<file path="src/core/blcr_cfg.svh">
// Register offsets, field positions, reset values and timing for the load current readout.
// Assumes a register port with an 8-bit address and 8-bit data from the serial control front end.
`ifndef BLCR_CFG_SVH
`define BLCR_CFG_SVH

`define BLCR_ADDR_SELECT     8'h24
`define BLCR_ADDR_HIGH       8'h25
`define BLCR_ADDR_LOW        8'h26
`define BLCR_SEL_BIT         0
`define BLCR_SELECT_RESET    8'h00
`define BLCR_RESULT_RESET    9'h000
`define BLCR_RESULT_MSB      8
`define BLCR_STEP_MA         20
`define BLCR_FULL_SCALE_MA   10220
`define BLCR_CONV_TIME_NS    1000
`define BLCR_CLK_PERIOD_NS   50
`define BLCR_CONV_CYCLES     ((`BLCR_CONV_TIME_NS + `BLCR_CLK_PERIOD_NS - 1) / `BLCR_CLK_PERIOD_NS)

`endif

</file>
<file path="src/core/blcr_pkg.sv">
// Types shared by the load current readout files.
// Assumes the constants header is included by the design files.
package blcr_pkg;

  typedef struct packed
  {
    logic       wr_en;
    logic       rd_en;
    logic [7:0] addr;
    logic [7:0] wdata;
  } blcr_reg_req_type;

  typedef enum logic [1:0]
  {
    BLCR_IDLE = 2'b01,
    BLCR_CONV = 2'b10
  } blcr_state_type;

endpackage

</file>
<file path="src/core/blcr_regs.sv">
// Small register store for the select byte and the 9-bit held result.
// Assumes the top drives clean same-clock write strobes.
`timescale 1ns/1ps
`default_nettype none
`include "blcr_cfg.svh"

module blcr_regs
(
  input  wire logic       ref_clk,   // System clock
  input  wire logic       rst_n,     // Synchronised reset
  input  wire logic       sel_we,    // Select register write
  input  wire logic [7:0] sel_wdata, // Select write data
  input  wire logic       res_we,    // Result update strobe
  input  wire logic [8:0] res_wdata, // Finished result
  output var  logic [7:0] sel_q,     // Stored select byte
  output var  logic [8:0] res_q      // Stored result
);

  logic [7:0] next_sel_q;
  logic [8:0] next_res_q;

  always_comb
  begin
    next_sel_q = sel_we ? sel_wdata : sel_q; // see R2
    next_res_q = res_we ? res_wdata : res_q;
  end

  always_ff @(posedge ref_clk or negedge rst_n)
  begin
    if (!rst_n)
    begin
      sel_q <= `BLCR_SELECT_RESET;
      res_q <= `BLCR_RESULT_RESET;
    end
    else
    begin
      sel_q <= next_sel_q;
      res_q <= next_res_q;
    end
  end

endmodule
`default_nettype wire

</file>
<file path="src/core/blcr_top.sv">
// Load current readout: select register starts a measurement, result read back in two bytes.
// Assumes a serial control front end giving one-cycle read/write strobes on ref_clk,
// and an analog sense path giving per-regulator 9-bit averages from another domain.
//
// Notes on behaviour
// Any write to the select register starts a new measurement.
// Select bit 0 picks first (0) or second (1) regulator; resets to 0.
// Result bit 8 reads in high register bit 0, read-only, reset 0.
// Result bits 7..0 read in low register, read-only.
// Result is unsigned count of 20 mA steps, at most 10.22 A.
// Bits 7..1 of select and high register reserved, reset zero.
// Result holds last finished measurement until the next one completes.
`timescale 1ns/1ps
`default_nettype none
`include "blcr_cfg.svh"

module blcr_top
#(
  parameter int CONV_CYCLES = `BLCR_CONV_CYCLES
)
(
  input  wire logic                      ref_clk,       // 20 MHz system clock
  input  wire logic                      arst_n,        // Async reset, active low
  input  wire blcr_pkg::blcr_reg_req_type reg_req,      // Register access request
  input  wire logic [8:0]                sense_first,   // Average of first regulator, async
  input  wire logic [8:0]                sense_second,  // Average of second regulator, async
  output var  logic [7:0]                reg_rdata,     // Read data, valid cycle after rd_en
  output var  logic                      reg_rvalid,    // Read data strobe
  output var  logic                      meas_busy,     // Measurement in progress
  output var  logic                      meas_regulator // Regulator being measured
);

  logic       rst_m;
  logic       rst_n;
  logic [7:0] sel_q;
  logic [8:0] res_q;
  logic [8:0] s1_a;
  logic [8:0] s2_a;
  logic [8:0] s3_a;
  logic [8:0] s1_b;
  logic [8:0] s2_b;
  logic [8:0] s3_b;
  logic [8:0] first_v;
  logic [8:0] second_v;
  logic [8:0] next_first_v;
  logic [8:0] next_second_v;

  always_ff @(posedge ref_clk or negedge arst_n)
  begin
    if (!arst_n)
    begin
      rst_m <= 1'b0;
      rst_n <= 1'b0;
    end
    else
    begin
      rst_m <= 1'b1;
      rst_n <= rst_m;
    end
  end

  // Three-stage capture; a value counts once stages two and three agree
  always_comb
  begin
    next_first_v  = (s2_a == s3_a) ? s3_a : first_v;
    next_second_v = (s2_b == s3_b) ? s3_b : second_v;
  end

  always_ff @(posedge ref_clk or negedge rst_n)
  begin
    if (!rst_n)
    begin
      s1_a <= 9'h000; s2_a <= 9'h000; s3_a <= 9'h000;
      s1_b <= 9'h000; s2_b <= 9'h000; s3_b <= 9'h000;
      first_v  <= 9'h000;
      second_v <= 9'h000;
    end
    else
    begin
      s1_a <= sense_first;  s2_a <= s1_a; s3_a <= s2_a;
      s1_b <= sense_second; s2_b <= s1_b; s3_b <= s2_b;
      first_v  <= next_first_v;
      second_v <= next_second_v;
    end
  end

  // Measurement sequencer
  blcr_pkg::blcr_state_type state;
  blcr_pkg::blcr_state_type next_state;
  logic [15:0] cnt;
  logic [15:0] next_cnt;
  logic        next_busy;
  logic        next_reg;
  logic        sel_we;
  logic        res_we;
  logic [8:0]  res_wdata;
  logic [8:0]  sample;

  function automatic logic [8:0] blcr_clamp(input logic [8:0] v);
    // All 9-bit codes fit the 20 mA scale: 511 steps is the full 10.22 A
    blcr_clamp = v;
  endfunction

  assign sel_we = reg_req.wr_en && (reg_req.addr == `BLCR_ADDR_SELECT);

  always_comb
  begin
    next_state = state;
    next_cnt   = cnt;
    next_busy  = meas_busy;
    next_reg   = meas_regulator;
    res_we     = 1'b0;
    sample     = meas_regulator ? second_v : first_v;
    res_wdata  = blcr_clamp(sample);
    // A write mid-conversion restarts it on the newly chosen regulator
    if (sel_we)
    begin
      next_state = blcr_pkg::BLCR_CONV;
      next_cnt   = 16'(CONV_CYCLES - 1);
      next_busy  = 1'b1;
      next_reg   = reg_req.wdata[`BLCR_SEL_BIT];
    end
    else
    begin
      case (state)
        blcr_pkg::BLCR_IDLE:
        begin
          next_busy = 1'b0;
        end
        blcr_pkg::BLCR_CONV:
        begin
          if (cnt == 16'h0000)
          begin
            res_we     = 1'b1;
            next_state = blcr_pkg::BLCR_IDLE;
            next_busy  = 1'b0;
          end
          else
          begin
            next_cnt = cnt - 16'h0001;
          end
        end
        default:
        begin
          next_state = blcr_pkg::BLCR_IDLE;
          next_busy  = 1'b0;
        end
      endcase
    end
  end

  always_ff @(posedge ref_clk or negedge rst_n)
  begin
    if (!rst_n)
    begin
      state          <= blcr_pkg::BLCR_IDLE;
      cnt            <= 16'h0000;
      meas_busy      <= 1'b0;
      meas_regulator <= 1'b0;
    end
    else
    begin
      state          <= next_state;
      cnt            <= next_cnt;
      meas_busy      <= next_busy;
      meas_regulator <= next_reg;
    end
  end

  blcr_regs u_regs
  (
    .ref_clk   (ref_clk),
    .rst_n     (rst_n),
    .sel_we    (sel_we),
    .sel_wdata (reg_req.wdata),
    .res_we    (res_we),
    .res_wdata (res_wdata),
    .sel_q     (sel_q),
    .res_q     (res_q)
  );

  // Register read path
  logic [7:0] next_rdata;
  logic       next_rvalid;

  always_comb
  begin
    next_rvalid = reg_req.rd_en;
    next_rdata  = 8'h00;
    if (!reg_req.rd_en)
      next_rdata = 8'h00;
    else if (reg_req.addr == `BLCR_ADDR_SELECT)
      next_rdata = sel_q;
    else if (reg_req.addr == `BLCR_ADDR_HIGH)
      next_rdata = {7'h00, res_q[`BLCR_RESULT_MSB]}; // see R3
    else if (reg_req.addr == `BLCR_ADDR_LOW)
      next_rdata = res_q[7:0];
  end

  always_ff @(posedge ref_clk or negedge rst_n)
  begin
    if (!rst_n)
    begin
      reg_rdata  <= 8'h00;
      reg_rvalid <= 1'b0;
    end
    else
    begin
      reg_rdata  <= next_rdata;
      reg_rvalid <= next_rvalid;
    end
  end

  // Length of each busy run, counted apart from the sequencer so a miscount there shows up
  logic [15:0] busy_len;
  logic [15:0] next_busy_len;

  always_comb
  begin
    next_busy_len = busy_len;
    if (sel_we)
      next_busy_len = 16'h0000;
    else if (meas_busy)
      next_busy_len = busy_len + 16'h0001;
  end

  always_ff @(posedge ref_clk or negedge rst_n)
  begin
    if (!rst_n)
      busy_len <= 16'h0000;
    else
      busy_len <= next_busy_len;
  end

  // Assertions
  start_on_write_a: assert property (@(posedge ref_clk) disable iff (!rst_n)
    sel_we |=> meas_busy && (meas_regulator == $past(reg_req.wdata[0])))
    else $error("write to select did not start measurement");

  high_reserved_a: assert property (@(posedge ref_clk) disable iff (!rst_n)
    $past(reg_req.rd_en && reg_req.addr == `BLCR_ADDR_HIGH) |-> reg_rdata[7:1] == 7'h00)
    else $error("high register reserved bits not zero");

  low_readback_a: assert property (@(posedge ref_clk) disable iff (!rst_n)
    $past(reg_req.rd_en && reg_req.addr == `BLCR_ADDR_LOW) |-> reg_rdata == $past(res_q[7:0]))
    else $error("low register does not show result bits");

  result_hold_a: assert property (@(posedge ref_clk) disable iff (!rst_n)
    !res_we |=> $stable(res_q))
    else $error("result changed without a finished measurement");

  select_keep_a: assert property (@(posedge ref_clk) disable iff (!rst_n)
    sel_we |=> sel_q == $past(reg_req.wdata))
    else $error("select register not written");

  conv_length_a: assert property (@(posedge ref_clk) disable iff (!rst_n)
    $fell(meas_busy) |-> busy_len == 16'(CONV_CYCLES))
    else $error("measurement length differs from the conversion time");

endmodule
`default_nettype wire

</file>
<file path="config.mk">
export PLATFORM = sky130hd
export DESIGN_NAME = blcr_top
export DESIGN_NICKNAME = d
export VERILOG_FILES = /design/src/core/blcr_pkg.sv /design/src/core/blcr_regs.sv /design/src/core/blcr_top.sv
export VERILOG_INCLUDE_DIRS = /design/src /design/src/core
export SDC_FILE = /design/constraint.sdc
export NUM_CORES = 1
export LEC_CHECK = 0
export ABC_AREA = 1
export ABC_CLOCK_PERIOD_IN_PS = 4200
export BUFFER_PORTS_ARGS = -buffer_cell sky130_fd_sc_hd__buf_4
export CELL_PAD_IN_SITES_DETAIL_PLACEMENT = 1
export CELL_PAD_IN_SITES_GLOBAL_PLACEMENT = 1
export CORE_UTILIZATION = 45
export DETAILED_ROUTE_END_ITERATION = 7
export GPL_ROUTABILITY_DRIVEN = 0
export GPL_TIMING_DRIVEN = 1
export PLACE_DENSITY = 0.75
export SKIP_CTS_REPAIR_TIMING = 1
export SLEW_MARGIN = 0
export SYNTH_ARGS = -nofsm -noshare
export SYNTH_HDL_FRONTEND = slang
export SYNTH_SLANG_ARGS = --single-unit
</file>
<file path="constraint.sdc">
create_clock -name ref_clk -period 4.2 [get_ports ref_clk]
set_clock_uncertainty 0.15 [all_clocks]
set_input_delay 0.84 -clock ref_clk [delete_from_list [all_inputs] [get_ports ref_clk]]
set_output_delay 0.84 -clock ref_clk [all_outputs]
set_load 0.005 [all_outputs]
</file>
Word level (Yosys, flattened, before mapping):

Cells that the tools add are included.

* register bits: 120
* word-level logic and storage cells: 51
* memories kept: 0
* bits in writable memories: 0
* output and inout bits: 11
* input bits: 38
* ROM bits: 0
* latch bits: 0

* $add $sub $neg: 1
* shifts and indexed selects: 0
* bitwise logic cells: 0
* magnitude comparators: 0
* $mul: 0
* equality and inequality tests: 10
* divide/modulo/power cells: 0
* multiplexer cells: 17
* reductions and logical operators: 5

Operators by type and width (number)
* 2-to-1 mux 16 bit: 3
* 2-to-1 mux 8 bit: 4
* == test 8 x 6 -> 1 bit, second input constant: 3
* == test 9 bit: 2
* zero test 16 bit: 1
* subtractor 16 x 1 -> 16 bit, second input constant: 1
* 2-to-1 mux 9 bit: 1
* 2-to-1 mux 1 bit: 6
* 2-to-1 mux 2 bit: 2
* inequality test 2 x 1 -> 1 bit, second input constant: 2
* one-hot mux 2 bit (2 select lines): 1
* AND reduction 2 bit: 2
* inequality test 3 x 2 -> 1 bit, second input constant: 1
* == test 2 x 1 -> 1 bit, second input constant: 1
* == test 2 bit, second input constant: 1
* nonzero test 2 bit: 1
* logical AND 1 bit: 1

Depth between registers and ports, before layout:

* word-level depth: 5
* depth in mapped cells: 11
* depth with buffers taken out: 10

Cells and area by module:

A second synthesis with hierarchy kept.

* cells, all modules: 495
* area, all modules: 4739.5 µm²

Modules (own cells, without submodules)
* blcr_top: cells an instance 423, instances 1, seq. area each 2578.7 µm², area each 4092.7 µm²
* blcr_regs: cells an instance 72, instances 1, seq. area each 425.4 µm², area each 646.9 µm²

Worst setup path after synthesis:

Ideal clock, no wire load.

* path kind: input to register
* start point: input reg_req[11] (netlist name)
* end point: register cnt[11]
* required time: 3932 ps
* data arrival time: 1778 ps
* setup time: 118 ps
* stages on the path: 9
* buffers on the path: 1
* path slack: 2153 ps
* cells stage by stage: inv_1 nand2_1 nor2_2 nand3_4 nand2_4 inv_4 buf_8 nand2_1 nand2_1

* longest elaborated chain between the ends: 4
* elaborated cells on any way between the ends: 6
* classes of those cells: 2 x eq/ne; 1 x mux; 3 x reduce/logical

Ends and longest elaborated chain
* start, declared: line blcr_top.sv:24 `input wire blcr_pkg::blcr_reg_req_type reg_req,`
* == test 8 x 6 -> 1 bit (no source line) *
* logical AND 1 bit *: line blcr_top.sv:104 `` assign sel_we = reg_req.wr_en && (reg_req.addr == `BLCR_ADDR_SELECT); ``
* inequality test 2 x 1 -> 1 bit (no source line) or nonzero test 2 bit (tied branches)
* AND reduction 2 bit (no source line)
* end signal, assigned: line blcr_top.sv:164 `cnt <= next_cnt;`
* end, declared: line blcr_top.sv:90 `logic [15:0] cnt;`

Mark *: on every way between the ends. The rest lies on a longest branch, timed or not.
A chain may end at the register's enable or synchronous reset.

Worst setup path after layout:

* start point: input reg_req[12] (netlist name)
* end point: register u_regs.res_q[3]

* longest elaborated chain between the ends: 3

Ends and longest elaborated chain
* == test 8 x 6 -> 1 bit (no source line)
* logical AND 1 bit: line blcr_top.sv:104
* 2-to-1 mux 1 bit: line blcr_top.sv:116 `if (sel_we)`
* end signal, assigned: line blcr_regs.sv:33 `` res_q <= `BLCR_RESULT_RESET; ``
* end signal, assigned: line blcr_regs.sv:38 `res_q <= next_res_q;`
* end, declared: line blcr_regs.sv:16 `output var logic [8:0] res_q`

Every way passes these cells.

==> impl_results.md <==
* Worst slew pin tran at 933.7 ps
* Crit Path Class: in2reg
* CTS tree: done
* Worst hold slack at 195.5 ps
* ANT nets after route at 0
* CTS Buffer Depth at 2
* Max incr delay on CP at 510 ps
* Die width at 104.7 µm
* Maximum VDD drop at 0.3584 mV
* Pre-antenna DRT Iters at 4
* First-pass GRT wire length at 17820 µm
* Vias at 3468
* Leak pwr at 2.941 nW
* Setup WS pre-CTS at 1263 ps
* Worst skew pair latency at 520 ps
* Max_cap viols at 0
* Antenna cell count at 0
* Status: completed
* Unrepaired setup endpoints after global routing: no
* Tmin final at 2393 ps
* Final nets at 591
* GRT overflow at 0
* Initial antenna violation count at 0
* CP Capture Type: flip-flop
* Overall routing resource usage at 21.21%
* Ys flop type: dfrtp_1
* Die area at 10970 µm²
* Crit path depth at 9
* Post-synthesis sequential area ratio at 62.72%
* Area Growth Syn to Fin at 22.05%
* Final Max Tran Viols at 0
* Met2 Use GR at 36.00%
* Core Rows at 37
* Iteration-0 DRC Markers at 80
* Gr busiest metal: met2
* H-tree levels at 4
* Clock-pin slew of the registers on the worst-case setup and hold paths at 60 ps
* R2r worst-path depth at 7
* Fin. Hold Viols at 0
* Setup violators final at 0
* Vias per cell at 4.954
* Fmax at 417.9 MHz
* EDFF count, synth at 0
* CP cell instances: buf_4 > inv_1 > nand2_1 > nor3_4 > nand3_4 > clkinv_2 > nor2_4 > nand2_1 > nand2_1
* Hold Path Depth at 0
* Yosys top cell area share at 62.17%
* CP Data Required Time at 4440 ps
* Crit Path Max Fanout at 23
* Top post-synthesis cells by area: dfrtp_1 62%, nand2_1 14%, nand3_1 4.7%, inv_1 2.4%, nor2_1 2.3%
* Synth warnings at 0
* Finished Core Util at 56.40%
* Post-Syn Area at 4750 µm²
* WL/cell at 14.50 µm
* # port buffers at 48
* Period utilization at 56.98%
* Largest net degree at the start of global routing at 56
* Top-count cell post-synth: nand2_1
* Post-Syn Instances at 491
* GR Util met1 at 24.78%
* CTS Buf Count at 17
* Vias in the first global route at 3821
* Fin worst setup slack at 1807 ps
* Fillers at 1156
* Startpoint Class: input port
* Post-DP HPWL at 6764 µm
* Post-Route Setup TNS at 0 ps
* Most numerous cell on the critical path: nand2_1
* Core ar. at 10280 µm²
* Async S/R FF share, synth at 100.0%
* Clock Sinks at 119
* Critical path arrival at 2630 ps
* Syn Nets at 530
* Yosys top cell by area: dfrtp_1
* DRC violations left at 0
* Critical path's top delay family: simple AND/OR/NAND/NOR gates
* GR Util met3 at 6.301%
* FF+latch count, synth at 119
* Syn avg cell area at 9.673 µm²
* Cell variety after synth at 35
* Die span in y at 104.7 µm
* Routed WL at 10150 µm
* Min-delay worst type: reg2reg
* Layout cells sized above 1 at 18.97%
* Slowest CP cell: nor3_4
* Initial core utilization at 46.21%
* P per Cell Area at 532.2 nW/µm²
* Root buf cell: clkbuf_8
* Slew headroom at 37.75%
* Most frequent cells after synthesis: 176 x nand2_1, 118 x dfrtp_1, 45 x nand3_1
* I/O pin total at 49
* Bufs and invs on worst path at 3
-- where the power goes --
part / switching [mW] / internal (mW)
clock network: 0.534 / 0.843
registers: 0.0910 / 1.24
logic: 0.230 / 0.146
total: 0.854 / 2.23
-- state kept, by name (all words and copies together), names as in the netlist --
name,cells
state,2
first_v,9
s1_b,9
u_regs.sel_q,8
rst_n,1
u_regs.res_q,9
s3_a,9
cnt,16
meas_busy,1
rst_m,1
s2_a,9
s3_b,9
s1_a,9
s2_b,9
second_v,9
reg_rdata,8
reg_rvalid,1
-- cell usage in the layout, fill, tap and decap left out, drive strengths merged, types with 7 or more instances in the layout --
cell type,instances
nand2,182
dfrtp,118
buf,50
nand3,47
nor2,36
inv,35
o21ai,19
clkbuf,17
xnor2,10
nand4,10
clkinv,8
a21boi,7
-- routing by layer --
| metal | wire (µm) | vias to the layer above |
|---|---|---|
| met1 | 4422 | 1705 |
| met5 | 0 | - |
| li1 | - | 1679 |
| met2 | 5146 | 67 |
| met4 | 239 | 0 |
| met3 | 342 | 17 |
-- cells by family after synthesis --
| logic type | count (synthesis) | synth area share, % |
|---|---|---|
| buffers and inverters | 42 | 4.241 |
| adders and majority gates | 1 | 0.2634 |
| AOI/OAI and AO/OA | 31 | 3.793 |
| DFF | 119 | 62.72 |
| xor gates and xnor gates | 14 | 2.582 |
| other | 1 | 0.07895 |
| and+or+nand+nor | 283 | 26.32 |
-- worst register-to-register path: cells and delay by family (launching register included) --
kind / cells / cell delay (ps)
buffers and inverters: 1 / 70
AOI/OAI and AO/OA: 1 / 740
and+or+nand+nor: 4 / 550
adders and majority gates: 1 / 240
DFF: 1 / 340
-- layout make-up --
| cell class | instances | area [µm²] | share of cell area (%) |
|---|---|---|---|
| clock inverter | 14 | 147.6 | 2.547 |
| inverter | 33 | 127.6 | 2.202 |
| timing repair buffer | 51 | 385.4 | 6.648 |
| clock buffer | 17 | 414.1 | 7.144 |
| sequential | 119 | 2983 | 51.46 |
| multi-input combinational | 330 | 1569 | 27.07 |
| tap | 136 | 170.2 | 2.935 |
-- path summary, 6_finish.rpt --
kind	slack [ps]	endpoint	startpoint
worst max-delay path	1810	u_regs.res_q[3]$_DFFE_PN0P_	reg_req[12]
worst min-delay path	200	s2_a[5]$_DFF_PN0_	s1_a[5]$_DFF_PN0_
worst max register to register	2050	cnt[14]$_DFFE_PN0P_	cnt[0]$_DFFE_PN0P_
worst min register to register	200	s2_a[5]$_DFF_PN0_	s1_a[5]$_DFF_PN0_
max in group asynchronous	2710	state[0]$_DFFE_PN1P_	rst_n$_DFF_PN0_
min in group asynchronous	240	reg_rdata[3]$_DFF_PN0_	rst_n$_DFF_PN0_
-- through the flow --
stage | std cells | instance area (µm²) | power (mW)
2_1_floorplan | 491 | 4750 | 1.603
3_3_place_gp | 668 | 5225 | 1.702
3_5_place_dp | 668 | 5225 | 1.728
4_1_cts | 699 | 5787 | 3.121
5_1_grt | 700 | 5797 | 3.244
6_report | 700 | 5797 | 3.085
(Power assumes the default switching activity.)
